===== config.mk =====
export PLATFORM = sky130hd
export DESIGN_NAME = ssp_shift_port
export DESIGN_NICKNAME = d
export VERILOG_FILES = /design/src/core/ssp_pkg.sv /design/src/core/ssp_baud_gen.sv /design/src/core/ssp_shift_port.sv
export VERILOG_INCLUDE_DIRS = /design/src /design/src/core
export SDC_FILE = /design/constraint.sdc
export NUM_CORES = 1
export LEC_CHECK = 0
export BUFFER_PORTS_ARGS = -buffer_cell sky130_fd_sc_hd__buf_4
export CORE_UTILIZATION = 63
export CTS_CLUSTER_DIAMETER = 60
export DETAILED_ROUTE_END_ITERATION = 6
export PLACE_DENSITY_LB_ADDON = 0.2
export SLEW_MARGIN = 40
export SYNTH_ARGS = -nofsm -noshare
export SYNTH_HDL_FRONTEND = slang
export SYNTH_SLANG_ARGS = --single-unit

===== constraint.sdc =====
create_clock -name clk -period 3.6 [get_ports clk]
set_input_delay 0.36 -clock clk [delete_from_list [all_inputs] [get_ports clk]]
set_output_delay 0.36 -clock clk [all_outputs]
set_load 0.01 [all_outputs]

===== src/core/ssp_defs.svh =====
// Register offsets, field positions and reset values of the serial shift port
`ifndef SSP_DEFS_SVH
`define SSP_DEFS_SVH

`define SSP_ADDR_W      8
`define SSP_CTRL_OFS    8'h00
`define SSP_TXBUF_OFS   8'h04
`define SSP_RXBUF_OFS   8'h08
`define SSP_BAUD_OFS    8'h0C
`define SSP_EVENT_OFS   8'h10

`define SSP_WIDTH_MSB   3
`define SSP_WIDTH_LSB   0
`define SSP_MSBF_BIT    4
`define SSP_PHASE_BIT   5
`define SSP_IDLE_BIT    6
`define SSP_ROLE_BIT    14
`define SSP_EN_BIT      15

`define SSP_TXFULL_BIT  0
`define SSP_TXIRQ_BIT   8
`define SSP_RXIRQ_BIT   9
`define SSP_BUSY_BIT    12

`define SSP_EV_TX_BIT   0
`define SSP_EV_RX_BIT   1

`define SSP_WIDTH_RST   4'h7
`define SSP_BAUD_RST    16'h0031

`define SSP_RESP_OKAY   2'h0
`define SSP_RESP_SLVERR 2'h2

`endif


===== src/core/ssp_pkg.sv =====
// Types shared by the serial shift port
package ssp_pkg;
	typedef enum logic [2:0] {
		SSP_IDLE  = 3'b001,
		SSP_START = 3'b010,
		SSP_SHIFT = 3'b100
	} ssp_state_t;
endpackage


===== src/core/ssp_baud_gen.sv =====
// Reloadable 16-bit baud tick generator, one tick per half bit
`timescale 1ns/1ns
`default_nettype none
module ssp_baud_gen (
	input  wire logic        clk,
	input  wire logic        rst_n,
	input  wire logic        run,
	input  wire logic [15:0] reload,
	output logic             tick
);
	import ssp_pkg::*;

	logic [15:0] cnt_q;

	always_ff @(posedge clk or negedge rst_n) begin
		if (!rst_n) begin
			cnt_q <= 16'h0000;
			tick  <= 1'b0;
		end else if (!run) begin
			cnt_q <= reload;
			tick  <= 1'b0;
		end else if (cnt_q == 16'h0000) begin
			cnt_q <= reload;
			tick  <= 1'b1;
		end else begin
			cnt_q <= cnt_q - 16'h0001;
			tick  <= 1'b0;
		end
	end

	tick_spacing_a: assert property (@(posedge clk) disable iff (!rst_n)
		run && $past(run) && tick |=> !tick || (reload == 16'h0000))
		else $error("baud tick repeated with nonzero reload");
endmodule // ssp_baud_gen
`default_nettype wire


===== src/core/ssp_shift_port.sv =====
// Synchronous serial shift port with AXI4-Lite register access
// Overview of operation
// - Full and half duplex; reload 1 at 33 MHz gives 8.25 MBaud.
// - Master drives the shift clock; slave takes it from outside.
// - Transmit and receive double-buffered; 16-bit baud generator sets clock.
// - Control address shows configuration when disabled, status flags when enabled.
// - Each transfer shifts out and in together, equal bit counts.
// - Transmit word moves into shift register once it is empty.
// - Master starts at once after load; slave waits for shift clock.
// - Transfer start sets busy and the transmit-buffer-free flag.
// - After 2..16 bits, shift register goes to receive buffer, flag raised.
// - No new word at completion clears busy with receive buffer load.
// - Bit order control 0 sends LSB first, 1 sends MSB first.
// - Buffer contents right aligned, word LSB at bit 0.
// - Unused transmit bits ignored; unused receive bits carry nothing valid.
// - One shift clock edge drives data, the opposite edge samples.
// - Phase control picks leading or trailing edge for transmit.
// - Polarity sets idle level; idle high means falling leading edge.
// - Master puts first bit out at next baud tick, only when phase is 0.
// - Slave drives first bit as soon as word enters shift register.
//
// Our own choices: the address map and register access over AXI4-Lite.
`include "ssp_defs.svh"
`timescale 1ns/1ns
`default_nettype none
module ssp_shift_port (
	input  wire logic                     clk,
	input  wire logic                     rst_n,
	input  wire logic [`SSP_ADDR_W-1:0]   s_axi_awaddr,
	input  wire logic                     s_axi_awvalid,
	output logic                          s_axi_awready,
	input  wire logic [31:0]              s_axi_wdata,
	input  wire logic [3:0]               s_axi_wstrb,
	input  wire logic                     s_axi_wvalid,
	output logic                          s_axi_wready,
	output logic [1:0]                    s_axi_bresp,
	output logic                          s_axi_bvalid,
	input  wire logic                     s_axi_bready,
	input  wire logic [`SSP_ADDR_W-1:0]   s_axi_araddr,
	input  wire logic                     s_axi_arvalid,
	output logic                          s_axi_arready,
	output logic [31:0]                   s_axi_rdata,
	output logic [1:0]                    s_axi_rresp,
	output logic                          s_axi_rvalid,
	input  wire logic                     s_axi_rready,
	input  wire logic                     shiftClkIn,
	output logic                          shiftClkOut,
	output logic                          shiftClkOe_n,
	input  wire logic                     masterOutLineIn,
	output logic                          masterOutLineOut,
	output logic                          masterOutLineOe_n,
	input  wire logic                     masterInLineIn,
	output logic                          masterInLineOut,
	output logic                          masterInLineOe_n
);
	import ssp_pkg::*;

	// Bus slave state
	logic [`SSP_ADDR_W-1:0] awAddr_q;
	logic                   awHave_q;
	logic [15:0]            wData_q;
	logic [1:0]             wStrb_q;
	logic                   wHave_q;
	logic                   bvalid_q;
	logic [1:0]             bresp_q;
	logic                   rvalid_q;
	logic [1:0]             rresp_q;
	logic [31:0]            rdata_q;

	// Configuration and data registers
	logic        serialEnable_q;
	logic        masterRoleSelect_q;
	logic        clockIdleLevel_q;
	logic        clockPhaseSelect_q;
	logic        msbFirstSelect_q;
	logic [3:0]  widthM1_q;
	logic [15:0] baudReload_q;
	logic [15:0] txWordBuffer_q;
	logic        txFull_q;
	logic [15:0] rxWordBuffer_q;
	logic        transferBusyFlag_q;
	logic        txBufferFreeIrq_q;
	logic        rxWordReadyIrq_q;

	// Engine state
	ssp_state_t  state_q;
	logic [15:0] shift_q;
	logic [4:0]  edgeCnt_q;
	logic        outBit_q;
	logic        clkOut_q;
	logic        clkS1_q;
	logic        clkS2_q;
	logic        clkS3_q;
	logic        motS1_q;
	logic        motS2_q;
	logic        minS1_q;
	logic        minS2_q;
	logic        tick;

	// Write path decode
	wire        wrFire   = awHave_q && wHave_q && !bvalid_q;
	wire        wrCtrl   = wrFire && (awAddr_q == `SSP_CTRL_OFS);
	wire        wrTx     = wrFire && (awAddr_q == `SSP_TXBUF_OFS);
	wire        wrBaud   = wrFire && (awAddr_q == `SSP_BAUD_OFS);
	wire        wrEvent  = wrFire && (awAddr_q == `SSP_EVENT_OFS);
	wire        wrMapped = wrCtrl || wrTx || wrBaud || wrEvent
		|| (awAddr_q == `SSP_RXBUF_OFS);
	wire [15:0] configWord = {serialEnable_q, masterRoleSelect_q, 7'h00, clockIdleLevel_q,
		clockPhaseSelect_q, msbFirstSelect_q, widthM1_q};
	wire [15:0] statusWord = {serialEnable_q, masterRoleSelect_q, 1'b0, transferBusyFlag_q,
		2'h0, rxWordReadyIrq_q, txBufferFreeIrq_q, 7'h00, txFull_q};
	wire [15:0] eventWord  = {14'h0000, rxWordReadyIrq_q, txBufferFreeIrq_q};
	// Byte lanes merged over the register's current content
	wire [15:0] ctrlMerged = {wStrb_q[1] ? wData_q[15:8] : configWord[15:8],
		wStrb_q[0] ? wData_q[7:0] : configWord[7:0]};
	wire [15:0] txMerged   = {wStrb_q[1] ? wData_q[15:8] : txWordBuffer_q[15:8],
		wStrb_q[0] ? wData_q[7:0] : txWordBuffer_q[7:0]};
	wire [15:0] baudMerged = {wStrb_q[1] ? wData_q[15:8] : baudReload_q[15:8],
		wStrb_q[0] ? wData_q[7:0] : baudReload_q[7:0]};
	wire        evClrTx    = wrEvent && wStrb_q[0] && wData_q[`SSP_EV_TX_BIT];
	wire        evClrRx    = wrEvent && wStrb_q[0] && wData_q[`SSP_EV_RX_BIT];
	wire        cfgWrite   = wrCtrl && !serialEnable_q;

	// Read path decode
	wire        arFire  = s_axi_arvalid && !rvalid_q;
	wire [15:0] ctrlView = serialEnable_q ? statusWord : configWord;
	wire        rdCtrl  = (s_axi_araddr == `SSP_CTRL_OFS);
	wire        rdTx    = (s_axi_araddr == `SSP_TXBUF_OFS);
	wire        rdRx    = (s_axi_araddr == `SSP_RXBUF_OFS);
	wire        rdBaud  = (s_axi_araddr == `SSP_BAUD_OFS);
	wire        rdEvent = (s_axi_araddr == `SSP_EVENT_OFS);
	wire        rdHit   = rdCtrl || rdTx || rdRx || rdBaud || rdEvent;
	wire [15:0] rdMux   = rdCtrl ? ctrlView : rdTx ? txWordBuffer_q : rdRx ? rxWordBuffer_q
		: rdBaud ? baudReload_q : rdEvent ? eventWord : 16'h0000;

	assign s_axi_awready = !awHave_q;
	assign s_axi_wready  = !wHave_q;
	assign s_axi_bvalid  = bvalid_q;
	assign s_axi_bresp   = bresp_q;
	assign s_axi_arready = !rvalid_q;
	assign s_axi_rvalid  = rvalid_q;
	assign s_axi_rresp   = rresp_q;
	assign s_axi_rdata   = rdata_q;

	always_ff @(posedge clk or negedge rst_n) begin
		if (!rst_n) begin
			awHave_q <= 1'b0;
			awAddr_q <= 8'h00;
		end else if (s_axi_awvalid && !awHave_q) begin
			awHave_q <= 1'b1;
			awAddr_q <= s_axi_awaddr;
		end else if (wrFire) begin
			awHave_q <= 1'b0;
		end
	end

	always_ff @(posedge clk or negedge rst_n) begin
		if (!rst_n) begin
			wHave_q <= 1'b0;
			wData_q <= 16'h0000;
			wStrb_q <= 2'h0;
		end else if (s_axi_wvalid && !wHave_q) begin
			wHave_q <= 1'b1;
			wData_q <= s_axi_wdata[15:0];
			wStrb_q <= s_axi_wstrb[1:0];
		end else if (wrFire) begin
			wHave_q <= 1'b0;
		end
	end

	always_ff @(posedge clk or negedge rst_n) begin
		if (!rst_n) begin
			bvalid_q <= 1'b0;
			bresp_q  <= `SSP_RESP_OKAY;
		end else if (wrFire) begin
			bvalid_q <= 1'b1;
			bresp_q  <= wrMapped ? `SSP_RESP_OKAY : `SSP_RESP_SLVERR;
		end else if (s_axi_bready) begin
			bvalid_q <= 1'b0;
		end
	end

	always_ff @(posedge clk or negedge rst_n) begin
		if (!rst_n) begin
			rvalid_q <= 1'b0;
			rresp_q  <= `SSP_RESP_OKAY;
			rdata_q  <= 32'h0000_0000;
		end else if (arFire) begin
			rvalid_q <= 1'b1;
			rresp_q  <= rdHit ? `SSP_RESP_OKAY : `SSP_RESP_SLVERR;
			rdata_q  <= {16'h0000, rdMux};
		end else if (s_axi_rready) begin
			rvalid_q <= 1'b0;
		end
	end

	// fields change only while disabled; enable always writable
	always_ff @(posedge clk or negedge rst_n) begin
		if (!rst_n) begin
			serialEnable_q     <= 1'b0;
			masterRoleSelect_q <= 1'b0;
			clockIdleLevel_q   <= 1'b0;
			clockPhaseSelect_q <= 1'b0;
			msbFirstSelect_q   <= 1'b0;
			widthM1_q          <= `SSP_WIDTH_RST;
		end else begin
			if (wrCtrl)
				serialEnable_q <= ctrlMerged[`SSP_EN_BIT];
			if (cfgWrite) begin
				masterRoleSelect_q <= ctrlMerged[`SSP_ROLE_BIT];
				clockIdleLevel_q   <= ctrlMerged[`SSP_IDLE_BIT];
				clockPhaseSelect_q <= ctrlMerged[`SSP_PHASE_BIT];
				msbFirstSelect_q   <= ctrlMerged[`SSP_MSBF_BIT];
				// A one-bit word is not legal; the shortest is two
				widthM1_q <= (ctrlMerged[`SSP_WIDTH_MSB:`SSP_WIDTH_LSB] == 4'h0) ? 4'h1
					: ctrlMerged[`SSP_WIDTH_MSB:`SSP_WIDTH_LSB];
			end
		end
	end

	always_ff @(posedge clk or negedge rst_n) begin
		if (!rst_n)
			baudReload_q <= `SSP_BAUD_RST;
		else if (wrBaud && !serialEnable_q)
			baudReload_q <= baudMerged;
	end

	// Input synchronisers; first stage feeds only the second
	always_ff @(posedge clk or negedge rst_n) begin
		if (!rst_n) begin
			clkS1_q <= 1'b0;
			clkS2_q <= 1'b0;
			clkS3_q <= 1'b0;
			motS1_q <= 1'b1;
			motS2_q <= 1'b1;
			minS1_q <= 1'b1;
			minS2_q <= 1'b1;
		end else begin
			clkS1_q <= shiftClkIn;
			clkS2_q <= clkS1_q;
			clkS3_q <= clkS2_q;
			motS1_q <= masterOutLineIn;
			motS2_q <= motS1_q;
			minS1_q <= masterInLineIn;
			minS2_q <= minS1_q;
		end
	end

	// baud generator runs only for an enabled master
	ssp_baud_gen u_baud (
		.clk    (clk),
		.rst_n  (rst_n),
		.run    (serialEnable_q && masterRoleSelect_q),
		.reload (baudReload_q),
		.tick   (tick)
	);

	// Per-bit width mask and receive shift-in paths
	logic [15:0] widthMask;
	logic [15:0] shInLsb;
	logic [15:0] shInMsb;
	wire         rxBit = masterRoleSelect_q ? minS2_q : motS2_q;
	genvar gi;
	generate
		for (gi = 0; gi < 16; gi++) begin : g_bit
			localparam logic [3:0] IDX = 4'(gi);
			assign widthMask[gi] = (IDX <= widthM1_q);
			// LSB first enters at the top of the word and moves down
			if (gi < 15) begin : g_lo
				assign shInLsb[gi] = (IDX == widthM1_q) ? rxBit
					: (IDX < widthM1_q) ? shift_q[gi+1] : 1'b0;
			end else begin : g_top
				assign shInLsb[gi] = (IDX == widthM1_q) ? rxBit : 1'b0;
			end
			// MSB first enters at bit 0 and moves up
			if (gi == 0) begin : g_first
				assign shInMsb[gi] = rxBit;
			end else begin : g_up
				assign shInMsb[gi] = (IDX <= widthM1_q) ? shift_q[gi-1] : 1'b0;
			end
		end
	endgenerate

	// Engine decode
	wire        slaveEdge  = (clkS2_q != clkS3_q);
	wire        inShift    = (state_q == SSP_SHIFT);
	// master paced by own ticks, slave by the external clock
	wire        edgeNow    = inShift && (masterRoleSelect_q ? tick : slaveEdge);
	wire        startTick  = (state_q == SSP_START) && tick;
	wire        lastEdge   = (edgeCnt_q == {widthM1_q, 1'b1});
	// even edges lead; phase 0 samples on leading edges
	wire        sampleEdge = (edgeCnt_q[0] == clockPhaseSelect_q);
	wire        doneNow    = edgeNow && lastEdge;
	// load once the shift register is empty or just emptied
	wire        loadNow    = serialEnable_q && txFull_q && ((state_q == SSP_IDLE) || doneNow);
	wire [15:0] shNext     = msbFirstSelect_q ? shInMsb : shInLsb;
	wire [15:0] txMasked   = txWordBuffer_q & widthMask;
	wire        selShift   = msbFirstSelect_q ? shift_q[widthM1_q] : shift_q[0];
	wire        selLoad    = msbFirstSelect_q ? txMasked[widthM1_q] : txMasked[0];

	always_ff @(posedge clk or negedge rst_n) begin
		if (!rst_n)
			state_q <= SSP_IDLE;
		else if (!serialEnable_q)
			state_q <= SSP_IDLE;
		// master waits one tick, slave goes straight to shifting
		else if (loadNow)
			state_q <= masterRoleSelect_q ? SSP_START : SSP_SHIFT;
		else if (startTick)
			state_q <= SSP_SHIFT;
		else if (doneNow)
			state_q <= SSP_IDLE;
	end

	// every edge pair moves one bit out and one in
	always_ff @(posedge clk or negedge rst_n) begin
		if (!rst_n) begin
			shift_q   <= 16'h0000;
			edgeCnt_q <= 5'h00;
		end else if (loadNow) begin
			// bits above the width never reach the line
			shift_q   <= txMasked;
			edgeCnt_q <= 5'h00;
		end else if (edgeNow) begin
			edgeCnt_q <= edgeCnt_q + 5'h01;
			if (sampleEdge)
				shift_q <= shNext;
		end
	end

	always_ff @(posedge clk or negedge rst_n) begin
		if (!rst_n)
			outBit_q <= 1'b1;
		else if (!serialEnable_q)
			outBit_q <= 1'b1;
		// slave presents first bit on load
		else if (loadNow && !masterRoleSelect_q)
			outBit_q <= selLoad;
		// master presents first bit at the next tick when phase is 0
		else if (startTick && !clockPhaseSelect_q)
			outBit_q <= selShift;
		// Line keeps the last bit after the final edge
		else if (edgeNow && !sampleEdge && !lastEdge)
			outBit_q <= selShift;
	end

	// Follows a polarity write in the same cycle, so the line never lags the setting
	wire        idleNext   = cfgWrite ? ctrlMerged[`SSP_IDLE_BIT] : clockIdleLevel_q;

	always_ff @(posedge clk or negedge rst_n) begin
		if (!rst_n)
			clkOut_q <= 1'b0;
		else if (!serialEnable_q || !masterRoleSelect_q || (state_q != SSP_SHIFT))
			clkOut_q <= idleNext;
		else if (edgeNow)
			clkOut_q <= !clkOut_q;
	end

	always_ff @(posedge clk or negedge rst_n) begin
		if (!rst_n) begin
			txWordBuffer_q <= 16'h0000;
			txFull_q       <= 1'b0;
		end else if (wrTx) begin
			// A write in the load cycle refills the buffer
			txWordBuffer_q <= txMerged;
			txFull_q       <= 1'b1;
		end else if (loadNow) begin
			txFull_q <= 1'b0;
		end
	end

	always_ff @(posedge clk or negedge rst_n) begin
		if (!rst_n)
			rxWordBuffer_q <= 16'h0000;
		else if (doneNow)
			rxWordBuffer_q <= (sampleEdge ? shNext : shift_q) & widthMask;
	end

	// busy has no software write path
	always_ff @(posedge clk or negedge rst_n) begin
		if (!rst_n)
			transferBusyFlag_q <= 1'b0;
		else if (!serialEnable_q)
			transferBusyFlag_q <= 1'b0;
		else if (loadNow)
			transferBusyFlag_q <= 1'b1;
		// busy drops with the receive load
		else if (doneNow)
			transferBusyFlag_q <= 1'b0;
	end

	// event flags, a set beats a same-cycle clear
	always_ff @(posedge clk or negedge rst_n) begin
		if (!rst_n) begin
			txBufferFreeIrq_q <= 1'b0;
			rxWordReadyIrq_q  <= 1'b0;
		end else begin
			if (loadNow)
				txBufferFreeIrq_q <= 1'b1;
			else if (evClrTx)
				txBufferFreeIrq_q <= 1'b0;
			if (doneNow)
				rxWordReadyIrq_q <= 1'b1;
			else if (evClrRx)
				rxWordReadyIrq_q <= 1'b0;
		end
	end

	// separate in and out lines allow full duplex
	// pin roles follow the role bit
	assign shiftClkOut       = clkOut_q;
	assign shiftClkOe_n      = !masterRoleSelect_q;
	assign masterOutLineOut  = outBit_q;
	assign masterOutLineOe_n = !masterRoleSelect_q;
	assign masterInLineOut   = outBit_q;
	assign masterInLineOe_n  = masterRoleSelect_q;

	busy_on_start_a: assert property (@(posedge clk) disable iff (!rst_n)
		loadNow |=> transferBusyFlag_q && txBufferFreeIrq_q)
		else $error("busy or tx flag not set at start");
	rx_on_done_a: assert property (@(posedge clk) disable iff (!rst_n)
		doneNow |=> rxWordReadyIrq_q && (state_q != SSP_START || masterRoleSelect_q))
		else $error("rx flag missing after transfer");
	busy_clear_a: assert property (@(posedge clk) disable iff (!rst_n)
		doneNow && !txFull_q && !wrTx |=> !transferBusyFlag_q && (state_q == SSP_IDLE))
		else $error("busy not cleared at completion");
	idle_pins_a: assert property (@(posedge clk) disable iff (!rst_n)
		!serialEnable_q && $past(!serialEnable_q) |-> outBit_q && (clkOut_q == clockIdleLevel_q))
		else $error("pins not idle while disabled");
	config_lock_a: assert property (@(posedge clk) disable iff (!rst_n)
		serialEnable_q |=> $stable(widthM1_q) && $stable(baudReload_q) && $stable(clockPhaseSelect_q))
		else $error("configuration changed while enabled");
	slave_first_a: assert property (@(posedge clk) disable iff (!rst_n)
		loadNow && !masterRoleSelect_q |=> outBit_q == $past(selLoad))
		else $error("slave first bit not driven on load");
	master_wait_a: assert property (@(posedge clk) disable iff (!rst_n)
		loadNow && masterRoleSelect_q |=> (state_q == SSP_START) && (clkOut_q == clockIdleLevel_q))
		else $error("master started without waiting for tick");
	edge_count_a: assert property (@(posedge clk) disable iff (!rst_n)
		doneNow |-> edgeCnt_q == {widthM1_q, 1'b1} && clkOut_q != clockIdleLevel_q
		|| !masterRoleSelect_q)
		else $error("transfer ended on wrong edge count");
	write_resp_a: assert property (@(posedge clk) disable iff (!rst_n)
		wrFire |=> bvalid_q ##0 !awHave_q && !wHave_q)
		else $error("write not answered");
endmodule // ssp_shift_port
`default_nettype wire


Word-level counts from Yosys, hierarchy flattened. Index checks and enable logic that the tools add are counted.

Multipliers: 0. Reductions and logical operators: 66. Shift-type cells: 0. $lt $le $gt $ge: 32. Equal/unequal tests: 33. Multiplexer cells: 102. Divide/modulo/power cells: 0. Add/sub/neg operators: 2. Bitwise logic cells: 2.

Operator list (count): 16-bit 2-to-1 mux (11); 1-bit 2-to-1 mux (77); 16-bit AND (2); 4-bit equality test, first input constant (8); 8-bit by 4-bit equality test with 1-bit output, second input constant (4); 4-bit <= comparator, first input constant (8); 4-bit < comparator, first input constant (7); 1-bit logical AND (24); 2-bit nonzero test (9); 3-bit by 4-bit equality test with 1-bit output, first input constant (4); 8-bit by 3-bit equality test with 1-bit output, second input constant (2); 8-bit by 5-bit equality test with 1-bit output, second input constant (2); 3-bit by 4-bit <= comparator with 1-bit output, first input constant (4); 16-bit logical NOT (1); 8-bit logical NOT (2); 3-bit by 4-bit < comparator with 1-bit output, first input constant (4); 16-bit by 1-bit subtractor with 16-bit output, second input constant (1); 3-bit 2-to-1 mux (5); 2-bit AND reduction (7); 1-bit logical OR (11); 1-bit logical NOT (10); 5-bit 2-to-1 mux (2); 1-bit binary-select mux with 4-bit select (2); 2-bit by 4-bit equality test with 1-bit output, first input constant (2); other kinds (20) (28).

Memory bits (writable): 0. Bits in read-only memories: 0. Memories kept: 0. Output and inout port bits: 47. Register bits after elaboration: 161. Bits in latches: 0.

Logic depth before layout (Yosys ltp).
Depth after elaboration: 9. Mapped depth: 8. Gate-level depth less buffers: 6.

Cells and area by module. A second synthesis with hierarchy kept.

Cell total of the unflattened synthesis: 819. Area total of the unflattened synthesis: 8514.4 µm².

Modules (own cells, without submodules): ssp_shift_port (area an instance 7572.3 µm², sequential area each 3568.4 µm², cells an instance 722, times used 1); ssp_baud_gen (area an instance 942.2 µm², sequential area each 425.4 µm², cells an instance 97, times used 1).

Worst setup path after synthesis. No wires, ideal clock.

Path type: register -> register. Start: register widthM1_q[1]. End: register outBit_q, in the netlist masterInLineOut. Stages on the path, launching flop included: 7. Period minus slack after synthesis: 2.273 ns. Arrival: 2.190 ns. Setup slack: 1.327 ns. Path buffers: 2. Cell sequence: dfstp_2 clkbuf_1 buf_1 mux4_2 o211a_1 o32a_1 o32a_1.

Cells in the longest elaborated chain, start to end: 7. Elaborated cells on any way between the ends: 35. Classes of those cells: 16 x order compare; 2 x eq/ne; 10 x mux; 1 x bitwise; 6 x reduce/logical.

RTL lines: from (decl) (line ssp_shift_port.sv:76) `logic [3:0] widthM1_q;`; from (signal assigned) (line ssp_shift_port.sv:205) `` widthM1_q <= `SSP_WIDTH_RST; ``; from (signal assigned) (line ssp_shift_port.sv:215) `` widthM1_q <= (ctrlMerged[`SSP_WIDTH_MSB:`SSP_WIDTH_LSB] == 4'h0) ? 4'h1 ``; 1-bit by 4-bit <= comparator with 1-bit output (tied with other cells) (line ssp_shift_port.sv:267) `assign widthMask[gi] = (IDX <= widthM1_q);`; 16-bit AND (tied with other cells) (line ssp_shift_port.sv:297) `wire [15:0] txMasked = txWordBuffer_q & widthMask;`; 1-bit binary-select mux with 4-bit select (tied with other cells) (line ssp_shift_port.sv:299) `wire selLoad = msbFirstSelect_q ? txMasked[widthM1_q] : txMasked[0];`; 1-bit 2-to-1 mux (implied by the code) (tied with other cells) (line ssp_shift_port.sv:299); 1-bit 2-to-1 mux (tied with other cells) (line ssp_shift_port.sv:299); 1-bit 2-to-1 mux (line ssp_shift_port.sv:337) `else if (loadNow && !masterRoleSelect_q)`; 1-bit 2-to-1 mux (line ssp_shift_port.sv:334) `else if (!serialEnable_q)`; to (signal assigned) (line ssp_shift_port.sv:338) `outBit_q <= selLoad;`; to (signal assigned) (line ssp_shift_port.sv:341) `outBit_q <= selShift;`; to (signal assigned) (line ssp_shift_port.sv:344) `outBit_q <= selShift;`; to (decl) (line ssp_shift_port.sv:89) `logic outBit_q;`.

Parallel ways exist; a longest one is shown, timed or not. The select of a mux whose other input is x is not followed. A chain may end at the register's enable or synchronous reset.

Final worst setup path.
Start: register state_q[1]. End: register shift_q[0].

Cells in the longest elaborated chain, start to end: 6. Elaborated cells on any way between the ends: 8. Classes of those cells: 2 x eq/ne; 1 x mux; 5 x reduce/logical.

RTL lines: from (decl) (line ssp_shift_port.sv:86) `ssp_state_t state_q;`; from (signal assigned) (line ssp_shift_port.sv:308) `state_q <= masterRoleSelect_q ? SSP_START : SSP_SHIFT;`; 3-bit equality test (line ssp_shift_port.sv:286) `wire inShift = (state_q == SSP_SHIFT);`; 1-bit logical AND (line ssp_shift_port.sv:288) `wire edgeNow = inShift && (masterRoleSelect_q ? tick : slaveEdge);`; 1-bit logical AND (line ssp_shift_port.sv:293) `wire doneNow = edgeNow && lastEdge;`; 1-bit logical OR (line ssp_shift_port.sv:295) `wire loadNow = serialEnable_q && txFull_q && ((state_q == SSP_IDLE) || doneNow);`; 1-bit logical AND (line ssp_shift_port.sv:295); 16-bit 2-to-1 mux or 2-bit nonzero test (tied branches); to (signal assigned) (line ssp_shift_port.sv:322) `shift_q <= txMasked;`; to (signal assigned) (line ssp_shift_port.sv:327) `shift_q <= shNext;`; to (decl) (line ssp_shift_port.sv:87) `logic [15:0] shift_q;`.

Parallel ways exist; a longest one is shown, timed or not.

==> metrics.md <==
| Metric | Value |
|---|---|
| Status | `complete, but fails checks` |
| Failing checks | `negative hold slack` |
| Post-synth cell types | `~70` |
| Final HPWL DP | `roughly 15 mm` |
| Post-synth ARST share | `1.00` |
| Final core occ | `0.745` |
| Power Dens Cells | `around 600 nW/um^2` |
| Commonest non-fill, non-tap cell in the layout | `dfrtp_1` |
| Lkg Pwr | `4.37 nW` |
| Startpoint Class | `flop` |
| Cell area after synthesis | `8380 um^2` |
| Setup TNS | `0 ns` |
| CORE AREA | `between 10,000 and 15,000 um^2` |
| RSZ-0062 raised after global routing | `false` |
| Post-cts sizing count | `0` |
| Global route overflow | `0` |
| Residual DRC count | `0` |
| Initial antenna violation count | `0` |
| Fin. max-slew vios | `0` |
| Full die area | `roughly 14,000 um^2` |
| H-tree Lvls | `4` |
| Clock insertion delay at the later pin of the skew report | `approximately 0.44 ns` |
| Vias in the first global route | `6,440` |
| Largest stage delay, worst path | `slightly below 0.6 ns` |
| Number of port buffers | `72` |
| WL per Instance | `21.0 um` |
| Placed Instance Area | `between 8000 and 9000 um^2` |
| Nets | `approximately 900` |
| Clock sink total | `~160` |
| Synth top area cells | `dfrtp_1, mux2_2, nand2_1` |
| Total chip power | `5.76 mW` |
| Routed vias/inst | `~6.4` |
| Initial Utilization | `0.656` |
| GPL Wtd Cong | `0.912` |
| Fin crit share | `0.797` |
| CP dominant cell by count | `buf_4` |
| Hold Path Class | `primary input to async pin` |
| Post-CTS Hold Buffers | `0` |
| Final setup fails | `0` |
| Ys flop type | `dfrtp_1` |
| Share of layout cells above drive strength 1 | `0.262` |
| Critical Path, Cell by Cell | `nor3b_1, o211a_1, a32oi_1, buf_4, nand2b_1, buf_4, mux2_2` |
| Final hold violations | `93` |
| Actual slew at the worst max-slew pin | `0.767 ns` |
| Pin count of the biggest net entering global routing | `95` |
| Peak supply drop | `between 0.5 and 0.6 mV` |
| Antenna Violating Nets Remaining | `0` |
| Layout area overhead | `13.6%` |
| Buf/Inv on CP | `2` |
| DR iter-0 viols | `about 730` |
| Reg clk slew, reported paths | `0.06 ns` |
| Commonest non-fill, non-tap cells in the layout | `dfrtp_1, nand2_1, buf_4, mux2_2, nor2_1` |
| Clock Tree Buf Depth | `2` |
| CTS Buf Count | `17` |
| Design area | `roughly 9500 um^2` |
| CP required | `3.92 ns` |
| Worst Skew | `approximately 0.0074 ns` |
| First-pass GRT wire length | `about 35 mm` |
| DR vias | `6,610` |
| Pre-antenna DRT Iters | `5` |
| Place WS | `between 0.8 and 0.9 ns` |
| Final wirelength | `~22 mm` |
| Largest delay share family, worst path | `simple AND/OR/NAND/NOR gates` |
| Max Fclk | `approximately 0.35 GHz` |
| GRT Overall Usage | `0.335` |
| Worst slew margin | `0.484` |
| Seq cells post-synth | `between 150 and 200` |
| CTS tree | `built` |
| Antenna Cells | `0` |
| Die Ht | `approximately 120 um` |
| Post-synthesis sequential area ratio | `0.477` |
| Final hold slack | `-0.0394 ns` |
| Ys Warns | `0` |
| Core Rows | `between 40 and 50` |
| Crit Path Max Fanout | `17` |
| Crit path max-delay cell type | `nor3b_1` |
| Synth Area per Inst | `about 10 um^2` |
| Fin worst setup slack | `0.731 ns` |
| Post-layout minimum cycle time | `roughly 2.9 ns` |
| Leading area contributor after synthesis | `dfrtp_1` |
| Max cap viols | `0` |
| Crit end category | `flop` |
| Postcts setup bufs | `0` |
| Post-synth top area share | `0.439` |
| Number of enable flip-flop cells after synthesis | `0` |
| Critical Path AT | `about 3.2 ns` |
| CTS root buf | `clkbuf_16` |
| Die width | `about 120 um` |
| Syn Inst Count | `801` |
| WS Path Type | `flop to flop` |
| I/O Pins | `109` |
==> flip-flops by register name, indices dropped and copies added (netlist names), 2 cells and up <==
register / count
baudReload_q: 16
rxWordBuffer_q: 16
s_axi_rdata: 16
shift_q: 16
txWordBuffer_q: 16
u_baud.cnt_q: 16
wData_q: 16
awAddr_q: 8
edgeCnt_q: 5
widthM1_q: 4
state_q: 3
wStrb_q: 2
==> logic make-up (layout without fill, tap and decap cells) <==
logic type                 Yosys count  in the layout  share of synthesized area
muxes                              122            122                      0.169
adders and majority gates            2              2                    0.00299
other                                1             18                   0.000448
DFF                                159            159                      0.477
xor gates and xnor gates            24             24                     0.0251
buffers and inverters               97            142                     0.0569
AOI/OAI and AO/OA                  173            173                      0.140
and+or+nand+nor                    223            223                      0.129
==> layout make-up <==
| type | instances | area (um^2) |
|---|---|---|
| Multi-Input combinational cell | 562 | 3990 |
| Clock inverter | 10 | 113 |
| Tap cell | 172 | 215 |
| Inverter | 24 | 90.1 |
| Sequential cell | 159 | 3990 |
| Timing Repair Buffer | 86 | 666 |
| Fill cell | 861 | 3260 |
| Clock buffer | 22 | 454 |
==> power breakdown <==
group | leakage [nW] | internal, mW | switching, mW
Clock | 0.274 | 1.04 | 0.718
Combinational | 2.00 | 0.720 | 0.802
Sequential | 2.09 | 2.11 | 0.373
Total | 4.37 | 3.86 | 1.89
==> synth_stat cells, drive strengths merged (14+ instances only) <==
library cell,n
a22oi,15
mux2,83
nor3,14
nor2,48
mux2i,32
a21oi,32
inv,24
buf,33
dfrtp,147
xor2,16
o21ai,38
clkbuf,40
o31ai,18
nand2,86
==> through the flow <==
step	hold slack [ns]	instances
3_3_place_gp	0.344	1003
4_1_cts	0.0214	1035
2_1_floorplan	0.0644	818
6_report	-0.0394	1035
3_5_place_dp	0.339	1003
5_1_grt	0.0134	1035
==> metal layers <==
metal	vias to the layer above	global-route usage	wire length (um)
met2	336	0.535	10500
met5	-	0	0
li1	2966	-	-
met4	0	0.113	563
met3	48	0.0837	1610
met1	3260	0.446	9000
==> final timing paths <==
| path | to | cells after the start | slack (ns) | startpoint |
|---|---|---|---|---|
| min | u_baud.cnt_q[9] | 1 | -0.04 | rst_n |
| max in group asynchronous | baudReload_q[4] | 2 | 2.79 | rst_n |
| min reg2reg | minS2_q | 0 | 0.36 | minS1_q |
| max reg2reg | shift_q[0] | 7 | 0.73 | state_q[1] |
| min in group clk | clkS1_q | 1 | 0.03 | shiftClkIn |
| max | shift_q[0] | 7 | 0.73 | state_q[1] |
No activity file was read; power rests on OpenSTA's default activity.
